File: config.mk
export PLATFORM = sky130hd
export DESIGN_NAME = brc_regs
export DESIGN_NICKNAME = d
export VERILOG_FILES = /design/src/pkg/brc_pkg.sv /design/src/verilog/brc_burst_seq.sv /design/src/verilog/brc_regs.sv
export VERILOG_INCLUDE_DIRS = /design/src /design/src/pkg
export SDC_FILE = /design/constraint.sdc
export NUM_CORES = 1
export LEC_CHECK = 0
export ABC_AREA = 1
export BUFFER_PORTS_ARGS = -buffer_cell sky130_fd_sc_hd__buf_4
export CORE_ASPECT_RATIO = 2
export CORE_MARGIN = 8
export CORE_UTILIZATION = 30
export CTS_BUF_LIST = sky130_fd_sc_hd__clkbuf_4 sky130_fd_sc_hd__clkbuf_8
export DETAILED_ROUTE_END_ITERATION = 12
export PLACE_DENSITY_LB_ADDON = 0.3
export SLEW_MARGIN = 20
export SYNTH_ARGS = -nofsm -noshare
export SYNTH_HDL_FRONTEND = slang
export SYNTH_SLANG_ARGS = --single-unit
File: constraint.sdc
create_clock -name clk_i -period 6.8 [get_ports clk_i]
set_clock_uncertainty 0.05 [all_clocks]
set_input_delay 0.34 -clock clk_i [delete_from_list [all_inputs] [get_ports clk_i]]
set_output_delay 0.34 -clock clk_i [all_outputs]
set_load 0.1 [all_outputs]
File: src/pkg/brc_map.svh
/*
 * Register offsets, field positions, reset values and frame figures of the
 * burst resolution control register group.
 * Assumes inclusion by bare name from the package and design files.
 */
`ifndef BRC_MAP_SVH
`define BRC_MAP_SVH

`define BRC_ADDR_W 7
`define BRC_OFS_PATTERN 7'h36
`define BRC_OFS_BURST 7'h37
`define BRC_OFS_COARSE_B3 7'h39
`define BRC_OFS_COARSE_B2 7'h3a
`define BRC_OFS_COARSE_B1 7'h3b
`define BRC_OFS_COARSE_B0 7'h3c
`define BRC_OFS_FINE_B3 7'h3d
`define BRC_OFS_FINE_B2 7'h3e
`define BRC_OFS_FINE_B1 7'h3f
`define BRC_OFS_FINE_B0 7'h40

`define BRC_POLY_HI 7
`define BRC_POLY_LO 6
`define BRC_BIT_UPPER_EN 7
`define BRC_BIT_LOWER_EN 6
`define BRC_BIT_LOAD_EN 5
`define BRC_BIT_SWAP 4
`define BRC_BIT_INT_TRIG 3
`define BRC_BIT_RATIO_BAD 1

`define BRC_RESET_BYTE 8'h00
`define BRC_RATIO_MIN 30'h0000003
`define BRC_FRAME_BITS 5'h10
`define BRC_HEAD_BITS 5'h08

`endif

File: src/pkg/brc_pkg.sv
/*
 * Types shared by the burst resolution control register group.
 * Assumes brc_map.svh is on the include path.
 */
`include "brc_map.svh"

package brc_pkg;

	typedef logic [27:0] brc_count_t;

	// Per pair configuration as stored by the register port.
	typedef struct packed {
		logic [1:0] pattern_poly_sel;
		logic upper_lsb_res_flag_en;
		logic lower_lsb_res_flag_en;
		logic count_load_en;
		logic trigger_pin_swap;
		logic internal_trigger_en;
		brc_count_t fine_sample_count;
	} brc_pair_cfg_t;

	// Per pair status returned by the burst sequencer.
	typedef struct packed {
		logic ratio_bad;
		brc_count_t coarse_sample_count;
	} brc_pair_stat_t;

	typedef enum logic [2:0] {
		BRC_IDLE = 3'h1,
		BRC_HIRES = 3'h2,
		BRC_LORES = 3'h4
	} brc_state_t;

	// Alarm when the coarse count is below three times the fine count.
	function automatic logic brc_ratio_bad(input brc_count_t coarse,
		input brc_count_t fine);
		logic [29:0] f3;
		f3 = `BRC_RATIO_MIN * {2'h0, fine};
		return {2'h0, coarse} < f3;
	endfunction

endpackage

File: src/verilog/brc_burst_seq.sv
/*
 * Burst sequencer of one lane pair: holds the working counts, alternates
 * fine and coarse periods and drives the resolution flag on the two LSBs.
 * Assumes a trigger already synchronised and selected by the register port.
 */
`timescale 1ns/1ps
`default_nettype none

module brc_burst_seq
	import brc_pkg::*;
(
	input wire logic clk_i,
	input wire logic rst_i,
	input wire brc_pkg::brc_pair_cfg_t cfg_i,
	input wire brc_pkg::brc_count_t coarse_i,
	input wire logic trig_i,
	output logic high_res_o,
	output logic [1:0] lsb_o,
	output brc_pkg::brc_pair_stat_t stat_o
);
	import brc_pkg::*;

	brc_state_t state, next_state;
	brc_count_t fine_w, next_fine_w, coarse_w, next_coarse_w;
	brc_count_t cnt, next_cnt;
	logic trig_q, next_trig_q, start, next_high_res;
	logic [1:0] next_lsb;
	brc_pair_stat_t next_stat;

	////////////////////////////////////////////////////////////////////////
	always_comb begin
		next_trig_q = trig_i;
		next_fine_w = fine_w;
		next_coarse_w = coarse_w;
		if (cfg_i.count_load_en) begin
			next_fine_w = cfg_i.fine_sample_count;
			next_coarse_w = coarse_i;
		end
		// Auto mode restarts at once; pin edges are ignored there.
		start = cfg_i.internal_trigger_en ? 1'b1 : (trig_i & ~trig_q);
		next_state = state;
		next_cnt = cnt;
		unique case (state)
			BRC_IDLE: begin
				if (start) begin
					next_state = BRC_HIRES;
					next_cnt = 28'h0000001;
				end
			end
			BRC_HIRES: begin
				next_cnt = cnt + 28'h0000001;
				if (cnt >= fine_w) begin
					next_state = BRC_LORES;
					next_cnt = 28'h0000001;
				end
			end
			BRC_LORES: begin
				next_cnt = cnt + 28'h0000001;
				if (cnt >= coarse_w) begin
					next_state = cfg_i.internal_trigger_en ? BRC_HIRES : BRC_IDLE;
					next_cnt = 28'h0000001;
				end
			end
		endcase
		next_high_res = (next_state == BRC_HIRES);
		next_lsb[1] = next_high_res & cfg_i.upper_lsb_res_flag_en;
		next_lsb[0] = next_high_res & cfg_i.lower_lsb_res_flag_en;
		next_stat.coarse_sample_count = coarse_w;
		next_stat.ratio_bad = brc_ratio_bad(coarse_w, fine_w);
	end

	always_ff @(posedge clk_i) begin
		if (rst_i) begin
			state <= BRC_IDLE;
			fine_w <= 28'h0000000;
			coarse_w <= 28'h0000000;
			cnt <= 28'h0000000;
			trig_q <= 1'b0;
			high_res_o <= 1'b0;
			lsb_o <= 2'h0;
			stat_o <= '0;
		end else begin
			state <= next_state;
			fine_w <= next_fine_w;
			coarse_w <= next_coarse_w;
			cnt <= next_cnt;
			trig_q <= next_trig_q;
			high_res_o <= next_high_res;
			lsb_o <= next_lsb;
			stat_o <= next_stat;
		end
	end

	////////////////////////////////////////////////////////////////////////
	chk_upper_lsb_gate: assert property (@(posedge clk_i) disable iff (rst_i)
		!cfg_i.upper_lsb_res_flag_en |=> !lsb_o[1])
		else $error("upper lsb set while its enable was clear");
	chk_lower_lsb_flag: assert property (@(posedge clk_i) disable iff (rst_i)
		##1 lsb_o[0] == ($past(cfg_i.lower_lsb_res_flag_en) && high_res_o))
		else $error("lower lsb does not follow the resolution flag");
	chk_counts_held: assert property (@(posedge clk_i) disable iff (rst_i)
		!cfg_i.count_load_en |=> fine_w == $past(fine_w) && coarse_w == $past(coarse_w))
		else $error("working counts changed without load enable");
	chk_counts_loaded: assert property (@(posedge clk_i) disable iff (rst_i)
		cfg_i.count_load_en |=> fine_w == $past(cfg_i.fine_sample_count))
		else $error("working fine count not loaded");
	chk_pin_start: assert property (@(posedge clk_i) disable iff (rst_i)
		!cfg_i.internal_trigger_en && state == BRC_IDLE && !(trig_i && !trig_q)
		|=> state == BRC_IDLE)
		else $error("burst started without a pin trigger");
	chk_auto_start: assert property (@(posedge clk_i) disable iff (rst_i)
		cfg_i.internal_trigger_en && state == BRC_IDLE |=> state == BRC_HIRES)
		else $error("internal trigger did not start a burst");
	chk_ratio_alarm: assert property (@(posedge clk_i) disable iff (rst_i)
		##2 stat_o.ratio_bad == ({2'h0, $past(coarse_i, 2)} < 30'h3 * {2'h0, $past(cfg_i.fine_sample_count, 2)})
		|| !$past(cfg_i.count_load_en, 2) || !$past(cfg_i.count_load_en))
		else $error("ratio alarm does not match the loaded counts");
	chk_fine_period: assert property (@(posedge clk_i) disable iff (rst_i)
		state == BRC_HIRES && cnt >= fine_w |=> state == BRC_LORES)
		else $error("fine period did not end on its count");
	cov_auto_burst: cover property (@(posedge clk_i) disable iff (rst_i)
		state == BRC_LORES && cfg_i.internal_trigger_en ##1 state == BRC_HIRES);
	cov_pin_burst: cover property (@(posedge clk_i) disable iff (rst_i)
		state == BRC_IDLE && !cfg_i.internal_trigger_en ##1 state == BRC_HIRES);
	cov_ratio_bad: cover property (@(posedge clk_i) disable iff (rst_i)
		stat_o.ratio_bad);

endmodule

`default_nettype wire

File: src/verilog/brc_regs.sv
/*
 * Burst resolution control registers of the two lane pair pages, reached
 * over the serial register port, with one burst sequencer per pair.
 * Assumes the serial clock is far slower than clk_i and that lane_pair_page_i
 * comes from page logic on the same clock.
 */
`timescale 1ns/1ps
`default_nettype none

`include "brc_map.svh"

module brc_regs
	import brc_pkg::*;
(
	input wire logic clk_i,
	input wire logic rst_i,
	input wire logic sclk_i,
	input wire logic sen_n_i,
	input wire logic sdata_i,
	output logic sdout_o,
	input wire logic [1:0] lane_pair_page_i,
	input wire logic trigger_pin_pair1_i,
	input wire logic trigger_pin_pair2_i,
	input wire brc_pkg::brc_count_t coarse_ab_i,
	input wire brc_pkg::brc_count_t coarse_cd_i,
	output logic [1:0] poly_ab_o,
	output logic [1:0] poly_cd_o,
	output logic [1:0] lsb_ab_o,
	output logic [1:0] lsb_cd_o,
	output logic high_res_ab_o,
	output logic high_res_cd_o
);
	import brc_pkg::*;

	logic [2:0] sclk_s, next_sclk_s;
	logic [1:0] sen_s, next_sen_s, dat_s, next_dat_s;
	logic [1:0] trg1_s, next_trg1_s, trg2_s, next_trg2_s;
	logic [4:0] bits, next_bits;
	logic [15:0] in_sr, next_in_sr;
	logic [7:0] out_sr, next_out_sr;
	logic next_sdout, rise, fall, frame;
	brc_pair_cfg_t cfg [2];
	brc_pair_cfg_t next_cfg [2];
	brc_pair_stat_t stat [2];
	logic [1:0] trig_sel;
	logic [1:0] lsb_q [2];
	logic hr_q [2];
	brc_count_t coarse_in [2];
	logic [7:0] rdata;
	logic [6:0] addr;

	function automatic logic [7:0] read_byte(input brc_pair_cfg_t c,
		input brc_pair_stat_t s, input logic [6:0] a);
		logic [7:0] r;
		r = `BRC_RESET_BYTE;
		unique case (a)
			`BRC_OFS_PATTERN: r = {c.pattern_poly_sel, 6'h00};
			`BRC_OFS_BURST: r = {c.upper_lsb_res_flag_en, c.lower_lsb_res_flag_en,
				c.count_load_en, c.trigger_pin_swap, c.internal_trigger_en,
				1'b0, s.ratio_bad, 1'b0};
			`BRC_OFS_COARSE_B3: r = {4'h0, s.coarse_sample_count[27:24]};
			`BRC_OFS_COARSE_B2: r = s.coarse_sample_count[23:16];
			`BRC_OFS_COARSE_B1: r = s.coarse_sample_count[15:8];
			`BRC_OFS_COARSE_B0: r = s.coarse_sample_count[7:0];
			`BRC_OFS_FINE_B3: r = {4'h0, c.fine_sample_count[27:24]};
			`BRC_OFS_FINE_B2: r = c.fine_sample_count[23:16];
			`BRC_OFS_FINE_B1: r = c.fine_sample_count[15:8];
			`BRC_OFS_FINE_B0: r = c.fine_sample_count[7:0];
			default: r = `BRC_RESET_BYTE;
		endcase
		return r;
	endfunction

	////////////////////////////////////////////////////////////////////////
	// Pins are resynchronised; edges are judged on the second and third
	// stages only, never on the first.
	assign rise = sclk_s[1] & ~sclk_s[2];
	assign fall = ~sclk_s[1] & sclk_s[2];
	assign frame = ~sen_s[1];
	assign addr = in_sr[6:0];
	// A read answers from the AB page whenever its page bit is set, else from CD.
	assign rdata = lane_pair_page_i[0] ? read_byte(cfg[0], stat[0], addr)
		: read_byte(cfg[1], stat[1], addr);

	always_comb begin
		next_sclk_s = {sclk_s[1:0], sclk_i};
		next_sen_s = {sen_s[0], sen_n_i};
		next_dat_s = {dat_s[0], sdata_i};
		next_trg1_s = {trg1_s[0], trigger_pin_pair1_i};
		next_trg2_s = {trg2_s[0], trigger_pin_pair2_i};
		next_bits = bits;
		next_in_sr = in_sr;
		next_out_sr = out_sr;
		next_cfg = cfg;
		if (!frame) begin
			next_bits = 5'h00;
		end else if (rise && bits < `BRC_FRAME_BITS) begin
			next_bits = bits + 5'h01;
			next_in_sr = {in_sr[14:0], dat_s[1]};
			if (bits == `BRC_FRAME_BITS - 5'h01 && !in_sr[14]) begin
				for (int p = 0; p < 2; p++) begin
					// Each page is written only when selected.
					if (lane_pair_page_i[p]) begin
						unique case (in_sr[13:7])
							`BRC_OFS_PATTERN: begin
								next_cfg[p].pattern_poly_sel = in_sr[6:5];
							end
							`BRC_OFS_BURST: begin
								next_cfg[p].upper_lsb_res_flag_en = in_sr[6];
								next_cfg[p].lower_lsb_res_flag_en = in_sr[5];
								next_cfg[p].count_load_en = in_sr[4];
								next_cfg[p].trigger_pin_swap = in_sr[3];
								next_cfg[p].internal_trigger_en = in_sr[2];
							end
							`BRC_OFS_FINE_B3: begin
								next_cfg[p].fine_sample_count[27:24] = {in_sr[2:0], dat_s[1]};
							end
							`BRC_OFS_FINE_B2: begin
								next_cfg[p].fine_sample_count[23:16] = {in_sr[6:0], dat_s[1]};
							end
							`BRC_OFS_FINE_B1: begin
								next_cfg[p].fine_sample_count[15:8] = {in_sr[6:0], dat_s[1]};
							end
							`BRC_OFS_FINE_B0: begin
								next_cfg[p].fine_sample_count[7:0] = {in_sr[6:0], dat_s[1]};
							end
							default: begin
							end
						endcase
					end
				end
			end
		end else if (fall && bits == `BRC_HEAD_BITS && in_sr[7]) begin
			next_out_sr = rdata;
		end else if (fall && bits > `BRC_HEAD_BITS) begin
			next_out_sr = {out_sr[6:0], 1'b0};
		end
		next_sdout = frame & out_sr[7];
		// Swap makes each pair listen to the other pair's pin.
		trig_sel[0] = cfg[0].trigger_pin_swap ? trg2_s[1] : trg1_s[1];
		trig_sel[1] = cfg[1].trigger_pin_swap ? trg1_s[1] : trg2_s[1];
	end

	always_ff @(posedge clk_i) begin
		if (rst_i) begin
			sclk_s <= 3'h0;
			sen_s <= 2'h3;
			dat_s <= 2'h0;
			trg1_s <= 2'h0;
			trg2_s <= 2'h0;
			bits <= 5'h00;
			in_sr <= 16'h0000;
			out_sr <= 8'h00;
			sdout_o <= 1'b0;
			cfg[0] <= '0;
			cfg[1] <= '0;
		end else begin
			sclk_s <= next_sclk_s;
			sen_s <= next_sen_s;
			dat_s <= next_dat_s;
			trg1_s <= next_trg1_s;
			trg2_s <= next_trg2_s;
			bits <= next_bits;
			in_sr <= next_in_sr;
			out_sr <= next_out_sr;
			sdout_o <= next_sdout;
			cfg <= next_cfg;
		end
	end

	////////////////////////////////////////////////////////////////////////
	assign coarse_in[0] = coarse_ab_i;
	assign coarse_in[1] = coarse_cd_i;

	for (genvar p = 0; p < 2; p++) begin : g_pair
		brc_burst_seq u_seq (
			.clk_i(clk_i),
			.rst_i(rst_i),
			.cfg_i(cfg[p]),
			.coarse_i(coarse_in[p]),
			.trig_i(trig_sel[p]),
			.high_res_o(hr_q[p]),
			.lsb_o(lsb_q[p]),
			.stat_o(stat[p])
		);
	end

	assign poly_ab_o = cfg[0].pattern_poly_sel;
	assign poly_cd_o = cfg[1].pattern_poly_sel;
	assign lsb_ab_o = lsb_q[0];
	assign lsb_cd_o = lsb_q[1];
	assign high_res_ab_o = hr_q[0];
	assign high_res_cd_o = hr_q[1];

	////////////////////////////////////////////////////////////////////////
	chk_swap_select: assert property (@(posedge clk_i) disable iff (rst_i)
		trig_sel[0] == (cfg[0].trigger_pin_swap ? $past(trigger_pin_pair2_i, 2)
		: $past(trigger_pin_pair1_i, 2))
		&& trig_sel[1] == (cfg[1].trigger_pin_swap
		? $past(trigger_pin_pair1_i, 2) : $past(trigger_pin_pair2_i, 2)))
		else $error("trigger pin routing wrong");
	chk_reset_zero: assert property (@(posedge clk_i)
		$past(rst_i) |-> cfg[0] == '0 && cfg[1] == '0 && lsb_ab_o == 2'h0)
		else $error("registers not zero after reset");
	chk_poly_write: assert property (@(posedge clk_i) disable iff (rst_i)
		!(frame && rise) |=> poly_ab_o == $past(poly_ab_o))
		else $error("polynomial select changed outside a write");
	chk_coarse_read: assert property (@(posedge clk_i) disable iff (rst_i)
		fall && frame && bits == 5'h08 && in_sr[7] && in_sr[6:0] == 7'h3c
		&& lane_pair_page_i[0] |=> out_sr == $past(stat[0].coarse_sample_count[7:0]))
		else $error("coarse count low byte not returned");
	cov_write_burst: cover property (@(posedge clk_i) disable iff (rst_i)
		cfg[0].count_load_en && cfg[0].internal_trigger_en);
	cov_swap_used: cover property (@(posedge clk_i) disable iff (rst_i)
		cfg[1].trigger_pin_swap && trig_sel[1]);

endmodule

`default_nettype wire
# After elaboration in Yosys (flattened, before gate mapping)
# Cells that the tools add are included.
# Widths: inputs -> output; s select.
[op_classes]
magnitude_cmp = 8
addsub = 3
shift = 0
muxes = 27
div_mod_pow = 0
n_reduce_logical = 22
n_mul = 2
bitwise_logic = 15
n_eq_ne = 28
[ops]
columns = ["cell", "count"]
rows = [
  ["$mux 28", 6],
  ["$pmux 28 s3", 2],
  ["$pmux 8 s10", 2],
  ["$ge 28x28->1", 4],
  ["$eq 7x6->1 const B", 14],
  ["$lt 28x30->1", 2],
  ["$mul 2x28->30 const A", 2],
  ["$reduce_and 5->1", 12],
  ["$add 28x1->28 const B", 2],
  ["$mux 8", 3],
  ["$mux 3", 6],
  ["$pmux 3 s3", 2],
  ["$eq 7x7->1 const B", 2],
  ["$eq 3x2->1 const B", 4],
  ["$eq 5x4->1 const B", 2],
  ["$and 1x1->1", 9],
  ["$eq 3x1->1 const B", 2],
  ["$eq 3x3->1 const B", 2],
  ["$not 1->1", 6],
  ["$add 5x1->5 const B", 1],
  ["$gt 5x4->1 const B", 1],
  ["$logic_and 1x1->1", 5],
  ["$lt 5x5->1 const B", 1],
  ["$mux 1", 4],
  ["other kinds (7)", 9],
]
[totals]
memories = 0
wordCells = 152
ram_bits = 0
latchBits = 0
output_inout_bits = 11
reg_bits = 350
in_bits = 65
mem_bits_ro = 0

# Depth between registers and ports, before layout
# Gate-level depths: netlist of the first run.
[depth]
ltp_word = 7
mapped_depth = 21
depth_no_buf = 21

# By module
# From an unflattened synthesis of the first run, not the netlist that was laid out.
[hier_totals]
cells_unflattened = 3116
area_unflattened_um2 = 21948.6
[modules_own_cells]
columns = ["mod", "area_each_um2", "seq_area_each_um2", "cells_per_inst", "n_inst"]
rows = [
  ["brc_burst_seq at g_pair[1].u_seq", 8239.2, 2402.3, 1167, 1],
  ["brc_burst_seq at g_pair[0].u_seq", 8144.1, 2402.3, 1153, 1],
  ["brc_regs", 5565.3, 2202.1, 796, 1],
]

# Least setup slack after synthesis of the first run
# Ideal clock, no wire load.
[synth_timing]
path_kind = "register to register"
from = "register g_pair[1].u_seq.fine_w[0]"
to = "register g_pair[1].u_seq.stat_o[28] (netlist name)"
n_path_buf = 0
period_less_slack_ns = 2.857
path_slack_ns = 3.943
path_stages_with_launch = 21
t_arrival_ns = 2.694
t_required_ns = 6.637
setup_time_ns = 0.113
cell_sequence = "dfxtp_1 > ha_1 > inv_1 > fa_1 > o21ai_0 > nand2_1 > nand3_1 > a21oi_1 > nand2_1 > o21ai_0 > xor2_1 > ha_1 > nand2_1 > inv_1 > nand3_1 > nor3_1 > nand2_1 > nand2_1 > nand2_1 > nor2_1 > nor2_1"
[synth_via]
elab_chain_cells = 2
[synth_rtl]
columns = ["item", "line", "source"]
rows = [
  ["start, declared", "brc_burst_seq.sv:24", "brc_count_t fine_w, next_fine_w, coarse_w, next_coarse_w;"],
  ["start signal, assigned", "brc_burst_seq.sv:84", "fine_w <= next_fine_w;"],
  ["$mul 2x28->30 (no line)", "--", ""],
  ["$lt 28x30->1", "brc_pkg.sv:39", "return {2'h0, coarse} < f3;"],
  ["end signal, assigned", "brc_burst_seq.sv:90", "stat_o <= next_stat;"],
  ["end, declared", "brc_burst_seq.sv:19", "output brc_pkg::brc_pair_stat_t stat_o"],
]
# Every way passes these cells.
# A chain may end at the register's enable or synchronous reset.

# Worst setup path after layout of the first run
[layout_timing]
from = "register g_pair[0].u_seq.fine_w[0]"
to = "register g_pair[0].u_seq.stat_o[28] (netlist name)"
[layout_via]
elab_chain_cells = 2
[layout_rtl]
columns = ["item", "line"]
rows = [
  ["start, declared", "brc_burst_seq.sv:24"],
  ["start signal, assigned", "brc_burst_seq.sv:84"],
  ["$mul 2x28->30 (no line)", "--"],
  ["$lt 28x30->1", "brc_pkg.sv:39"],
  ["end signal, assigned", "brc_burst_seq.sv:90"],
  ["end, declared", "brc_burst_seq.sv:19"],
]
# Every way passes these cells.

==> key figures, run 1 <==
Outcome
  • Status: finished clean

Detailed routing
  • Starting DRT DRC Count: 1406
  • Antenna viol nets, final: 0
  • Via count: 20.2k
  • DR DRC count: 0
  • Vias per cell: 4.91
  • First drt pass iteration count: 5
  • Final wirelength: 70.8 mm
  • DR WL/cell: 17.2 um

Hold path
  • Worst Min Path Start: rst_i
  • Hold endpoint: g_pair[1].u_seq.stat_o[19]
  • Type of the tightest min-delay check: in -> reg
  • Cell count of the worst hold path: 2

Clock tree
  • Reg clk slew, reported paths: 0.07 ns
  • Total CTS buffers: 56
  • Clock Latency Late Sink: 0.67 ns
  • Post-CTS Resized: 0
  • CTS max path bufs: 3
  • CTS tree: built
  • # clock sinks: 350
  • Post-CTS Setup Repair Bufs: 0
  • Root buf cell: clkbuf_8
  • H-Tree Depth: 2

Synthesis
  • Dominant synthesized flop cell: dfxtp_1
  • Yosys reg bits: 350
  • Net Count, Synth: 3353
  • Most frequent cells after synthesis: 649 x nand2_1, 402 x inv_1, 375 x a21oi_1
  • Largest cells by area after synthesis: dfxtp_1 33%, ha_1 13%, nand2_1 11%, a21oi_1 8.8%, inv_1 7.1%
  • Register area share after synthesis: 33.0%
  • Top cell type's share of synthesized area: 33.0%
  • Distinct cell type count after synthesis: 47
  • Synth Warn #: 0
  • Ys async rst share: 0%
  • Mapped Cells: 3057
  • EDFF count, synth: 0
  • Syn Area/Cell: 6.94 um^2
  • Synth area leader: dfxtp_1
  • Top-count cell post-synth: nand2_1
  • Syn Std Cell Area: 21200 um^2

Critical path
  • Worst setup EP type: register
  • CP required: 7.34 ns
  • Reg2reg path depth: 20
  • CP Data Arrival Time: 3.99 ns
  • Startpoint class of the critical path: register
  • Reg-to-Reg End: g_pair[0].u_seq.stat_o[28]
  • Maximum fanout along the worst path: 4
  • Critical path class: reg -> reg
  • Reg-to-Reg Start: g_pair[0].u_seq.fine_w[0]
  • Setup slack, reg-to-reg: 3.35 ns

STA
  • Min Tclk post-route: 3.45 ns
  • Tcrit/Tclk final: 50.7%
  • FMAX: 0.290 GHz
  • Setup TNS: 0 ns
  • Max Slew Vio Count: 0
  • Hold Vio Cnt, Final: 0
  • Worst slew pin tran: 0.999 ns
  • Worst slew margin: 33.2%
  • Setup-failing EPs final: 0
  • Unrepaired setup endpoints after global routing: no

Finish
  • Fillcell total: 7645
  • Synth-to-Final Area Change: 15.0%
  • Proportion of layout cells with a drive suffix above 1: 7.06%
  • Nets: 3453

GRT
  • First-pass GRT wire length: 110 mm
  • Largest net degree at the start of global routing: 122
  • Initial antenna violation count: 1
  • Congestion Overflow GR: 0
  • Vias in the first global route: 19.4k
  • GR Util All Layers: 17.3%

Floorplanning
  • Die area: 80000 um^2
  • Die height: 392 um
  • Num ports: 76
  • Die W: 204 um
  • Core area: 70400 um^2
  • Num rows: 138
  • Initial Util: 30.1%

Place
  • IO Port Bufs: 75
  • Final GP Congestion: 0.913
  • HPWL after DPL: 53.8 mm

Pwr
  • Peak supply drop: 0.125 mV
  • LEAKAGE: 11.1 nW
  • Pwr Total: 4.39 mW
  • Power Dens Cells: 180 nW/um^2

Run
  • Max cap viols: 0
## kinds of logic (layout without fill, tap and decap cells)
| group | count (synthesis) | in the layout | synth area share, % |
|---|---|---|---|
| adders and majority gates | 231 | 231 | 13.7 |
| DFF | 350 | 350 | 33.0 |
| and+or+nand+nor | 1206 | 1206 | 24.0 |
| buffers and inverters | 513 | 657 | 9.46 |
| AOI/OAI and AO/OA | 678 | 678 | 16.6 |
| xor gates and xnor gates | 79 | 79 | 3.26 |
| other | 0 | 1 | 0 |
## metrics by stage
stage | utilization [%] | cells | setup WS [ns] | cell area [um^2] | hold slack [ns]
after floorplan | - | 3057 | 3.94 | 21200 | 0.338
after global placement | 32.0 | 3951 | 3.48 | 22500 | 0.361
after detailed placement | 32.0 | 3951 | 3.41 | 22500 | 0.342
after CTS | 34.7 | 4111 | 3.35 | 24400 | 0.00290
after global routing | 34.7 | 4112 | 2.96 | 24400 | 0.0385
final | 34.7 | 4112 | 3.35 | 24400 | 0.0423
## how the worst max path moves through the flow
stage | from | end | depth (start not counted)
global route | g_pair[1].u_seq.fine_w[0] | g_pair[1].u_seq.stat_o[28] | 20
finish | g_pair[0].u_seq.fine_w[0] | g_pair[0].u_seq.stat_o[28] | 20
CTS | g_pair[0].u_seq.fine_w[0] | g_pair[0].u_seq.stat_o[28] | 20
global placement | g_pair[1].u_seq.fine_w[0] | g_pair[1].u_seq.stat_o[28] | 19
detailed placement | g_pair[0].u_seq.fine_w[0] | g_pair[0].u_seq.stat_o[28] | 20
floorplan | g_pair[1].u_seq.fine_w[0] | g_pair[1].u_seq.stat_o[28] | 20
## state kept, by name, summed over array words and instances (netlist names)
register / flops
g_pair.u_seq.cnt: 56
poly_cd_o: 2
bits: 5
sdout_o: 1
cfg: 66
dat_s: 2
trg1_s: 2
g_pair.u_seq.trig_q: 2
in_sr: 15
g_pair.u_seq.stat_o: 58
g_pair.u_seq.lsb_o: 4
out_sr: 8
sclk_s: 3
poly_ab_o: 2
g_pair.u_seq.state: 6
sen_s: 2
g_pair.u_seq.high_res_o: 2
trg2_s: 2
g_pair.u_seq.coarse_w: 56
g_pair.u_seq.fine_w: 56
## layout make-up
class / count / area, um^2 / area share, %
multi-input cells: 2194 / 12200 / 50.0
flip-flops and latches: 350 / 7010 / 28.7
inverters: 416 / 1570 / 6.42
repair buffers: 139 / 1190 / 4.87
well taps: 910 / 1140 / 4.66
clock buffers: 81 / 1050 / 4.31
clock inverters: 21 / 245 / 1.00
diodes: 1 / 2.50 / 0.0102
## layout by cell type, fill, tap and decap left out, drive strengths merged, types with 15 or more instances in the layout
cell type	count
clkinv	15
inv	414
nand3	136
buf	81
ha	229
dfxtp	350
nand4	45
xor2	48
dlygate4sd3	58
o21ai	252
nand2	652
xnor2	31
clkbuf	81
a21oi	375
nor2	281
nor3	55
## power breakdown
part	total (mW)	internal, mW	switching (mW)
Clock	2.13	1.19	0.940
Combinational	0.196	0.0719	0.124
Sequential	2.07	2.06	0.00760
## per-layer routing
| metal | GRT usage [%] | share of wire (%) |
|---|---|---|
| met1 | 22.7 | 46 |
| met2 | 29.1 | 47 |
| met3 | 2.13 | 4.5 |
| met4 | 5.40 | 2.9 |
| met5 | 0 | 0 |
## critical path, stage by stage (launching register included)
cell and delay [ns]:
dfxtp_1 0.40, ha_1 0.19, inv_1 0.06, fa_1 0.41, inv_1 0.08, nand3_1 0.06
nand2_1 0.20, nand3_1 0.10, nand3_1 0.20, a21oi_1 0.17, o21ai_0 0.39, nand2_1 0.09
nand2_1 0.09, xor2_1 0.15, ha_1 0.26, a21o_1 0.16, nand4_1 0.08, nand2_1 0.05
inv_1 0.07, nand2_1 0.05, nor2_1 0.07
## repair_timing
item	in CTS	in global routing
hold buffers	58	0
hold endpoints to repair	58	0
endpoints found under the setup margin	0	0
No activity file was read; power rests on OpenSTA's default activity.
==> inputs of run 2 (changes only) <==
Clock period 6.8 ns to 3.3 ns, I/O delays scaled along.
==> run 2 against run 1 <==
- register-to-register slack worse by 3.1 ns
- clock power is 100% higher
- highest routed layer unchanged
- critical endpoint unchanged
- maximum frequency grew 14%
- hold slack improved by 0.17 ns
- final area is 2.2% higher
- combinational power grew 130%
- cell count increased by 1.4%
- flip-flop and latch count stayed put
==> key figures, run 2 (synthesized netlist as in run 1, its figures left out) <==
Outcome
  • Status: finished clean

Critical path
  • CP cell instances: ha_1 > inv_1 > fa_1 > inv_1 > nand3_1 > nand2_1 > buf_4 > a21oi_4 > inv_1 > a21oi_1 > o21ai_1 > xnor2_1 > ha_1 > nand2_1 > inv_1 > o21ai_0 > nand2_1 > a21oi_1 > nand2_1 > nand2_1 > nor2_1 > nor2_1
  • CP Data Arrival Time: 3.60 ns (-0.39 ns)
  • Reg-to-Reg Start: g_pair[0].u_seq.fine_w[1]
  • Maximum fanout along the worst path: 3 (-1)
  • Reg2reg path depth: 22 (+10%)
  • CP required: 3.86 ns (-3.48 ns)
  • Reg-to-Reg End: g_pair[0].u_seq.stat_o[28]
  • Worst setup EP type: register
  • Max stage delay on crit path: 0.40 ns (about the same)
  • Setup slack, reg-to-reg: 0.27 ns (-3.08 ns)
  • CP max-delay cell: fa_1
  • Startpoint class of the critical path: register
  • Critical path class: reg -> reg
  • CP dominant cell by count: nand2_1

Hold path
  • Type of the tightest min-delay check: in -> reg
  • Worst Min Path Start: sen_n_i
  • Hold endpoint: sen_s[0]
  • Cell count of the worst hold path: 3 (+1)

Detailed routing
  • First drt pass iteration count: 5 (unchanged)
  • Vias per cell: 4.90 (-0.18%)
  • DR DRC count: 0 (unchanged)
  • Final wirelength: 71.3 mm (+0.73%)
  • Antenna viol nets, final: 0 (unchanged)
  • Starting DRT DRC Count: 1325 (-5.8%)
  • DR WL/cell: 17.1 um (-0.64%)
  • Via count: 20.4k (+1.2%)

GRT
  • Largest net degree at the start of global routing: 120 (-1.6%)
  • Vias in the first global route: 19.9k (+2.6%)
  • Initial antenna violation count: 1 (unchanged)
  • GR Util All Layers: 17.6% (+0.26 points)
  • Congestion Overflow GR: 0 (unchanged)
  • First-pass GRT wire length: 112 mm (+1.7%)

Pwr
  • Pwr Total: 9.00 mW (+110%)
  • LEAKAGE: 11.3 nW (+2.4%)
  • Peak supply drop: 0.320 mV (+160%)
  • Power Dens Cells: 361 nW/um^2 (+100%)

Clock tree
  • Clock Latency Late Sink: 0.67 ns (about the same)
  • H-Tree Depth: 2 (unchanged)
  • # clock sinks: 350 (unchanged)
  • Reg clk slew, reported paths: 0.07 ns (about the same)
  • CTS max path bufs: 3 (unchanged)
  • Root buf cell: clkbuf_8
  • Post-CTS Setup Repair Bufs: 0 (unchanged)
  • CTS tree: built
  • Total CTS buffers: 56 (unchanged)

STA
  • Tcrit/Tclk final: 91.8% (+41 points)
  • FMAX: 0.330 GHz (+14%)
  • Setup-failing EPs final: 0 (unchanged)
  • Unrepaired setup endpoints after global routing: no
  • Worst slew margin: 41.9% (+8.7 points)
  • Worst slew pin tran: 0.870 ns (-0.128 ns)
  • Final WS setup: 0.269 ns (-3.08 ns)
  • Setup TNS: 0 ns (unchanged)
  • Min Tclk post-route: 3.03 ns (-0.416 ns)
  • Max Slew Vio Count: 0 (unchanged)
  • Hold WS: 0.212 ns (+0.170 ns)
  • Hold Vio Cnt, Final: 0 (unchanged)

Finish
  • Synth-to-Final Area Change: 17.6%
  • Fillcell total: 7538 (-1.4%)
  • Area of the multi-input gates: 12300 um^2 (+0.29%)
  • Final Util: 35.4% (+0.77 points)
  • Proportion of layout cells with a drive suffix above 1: 8.23% (+1.2 points)
  • Max reg flops: 66 (unchanged)
  • Top Registers: cfg: 66 flops, g_pair.u_seq.stat_o: 58 flops
  • Biggest register: cfg
  • Commonest non-fill, non-tap cell in the layout: nand2_1
  • Nets: 3510 (+1.7%)
  • Commonest non-fill, non-tap cells in the layout: 649 x nand2_1, 400 x inv_1, 370 x a21oi_1
  • Sequential cell area: 7010 um^2 (about the same)

Floorplanning
  • Num ports: 76 (unchanged)
  • Die W: 204 um (unchanged)
  • Num rows: 138 (unchanged)
  • Die area: 80000 um^2 (unchanged)
  • Die height: 392 um (unchanged)
  • Initial Util: 30.1% (unchanged)
  • Core area: 70400 um^2 (unchanged)

Place
  • HPWL after DPL: 54.8 mm (+1.8%)
  • Setup WS pre-CTS: 0.176 ns (-3.23 ns)
  • Final GP Congestion: 0.910 (-0.34%)
  • IO Port Bufs: 75 (unchanged)

Run
  • Max cap viols: 0 (unchanged)
[run 2: cell count changes in the layout (fill, tap and decap cells not counted), moves of 5 or more]
cell           delta
buf_4            +29
dlygate4sd3_1    +24
a21oi_1           -5
clkbuf_4          +5
clkbuf_8          -5
o21ai_0           -5
[run 2: per-layer routing]
layer	wire length, um	global-route usage, %	vias to the layer above
met2	32600	28.8	522
met4	2750	6.72	0
met5	0	0	-
met3	3430	2.05	128
li1	-	-	10400
met1	32500	23.3	9427
[run 2: per-stage QoR]
step,instances,cell area (um^2)
finish,4169,25000
global placement,3984,22800
CTS,4167,24900
floorplan,3057,21200
detailed placement,3984,22800
global route,4168,25000
[run 2: worst max-delay path, delay by kind of cell, from the launching register on]
kind            cells  cell delay [ns]
xor+xnor            1             0.14
compound gates      5             0.57
fa+ha+maj           3             0.84
flops               1             0.36
buf+inv             5             0.38
simple gates        8             0.61
[run 2: power by group]
part           total (mW)  internal, mW  switching (mW)  leakage, nW
combinational       0.444         0.181           0.263         7.87
clock                4.30          2.38            1.92        0.654
sequential           4.25          4.24          0.0145         2.82
[run 2: what timing repair did]
| action | 4_1_cts | 5_1_grt |
|---|---|---|
| endpoints found under the hold margin | 100 | 0 |
| hold buffers | 82 | 0 |
| resized for setup | 0 | 16 |
| setup endpoints to repair | 0 | 2 |
[run 2: layout make-up]
cell class	instances	share of cell area, %
Clock inverter	20	0.953
Clock buffer	81	4.09
Multi-Input combinational cell	2194	49.1
Antenna cell	2	0.0201
Sequential cell	350	28.1
Timing Repair Buffer	196	6.92
Inverter	416	6.28
Tap cell	910	4.56
[run 2: how the worst max path moves through the flow]
| stage | depth (start not counted) | from | to | slack, ns |
|---|---|---|---|---|
| after detailed placement | 20 | g_pair[0].u_seq.fine_w[1] | g_pair[0].u_seq.stat_o[28] | 0.18 |
| after global routing | 19 | g_pair[1].u_seq.fine_w[0] | g_pair[1].u_seq.stat_o[28] | 0.01 |
| after global placement | 22 | g_pair[0].u_seq.fine_w[1] | g_pair[0].u_seq.stat_o[28] | 0.20 |
| final | 22 | g_pair[0].u_seq.fine_w[1] | g_pair[0].u_seq.stat_o[28] | 0.27 |
| after CTS | 22 | g_pair[0].u_seq.fine_w[0] | g_pair[0].u_seq.stat_o[28] | 0.15 |
| after floorplan | 20 | g_pair[1].u_seq.fine_w[0] | g_pair[1].u_seq.stat_o[28] | 0.44 |
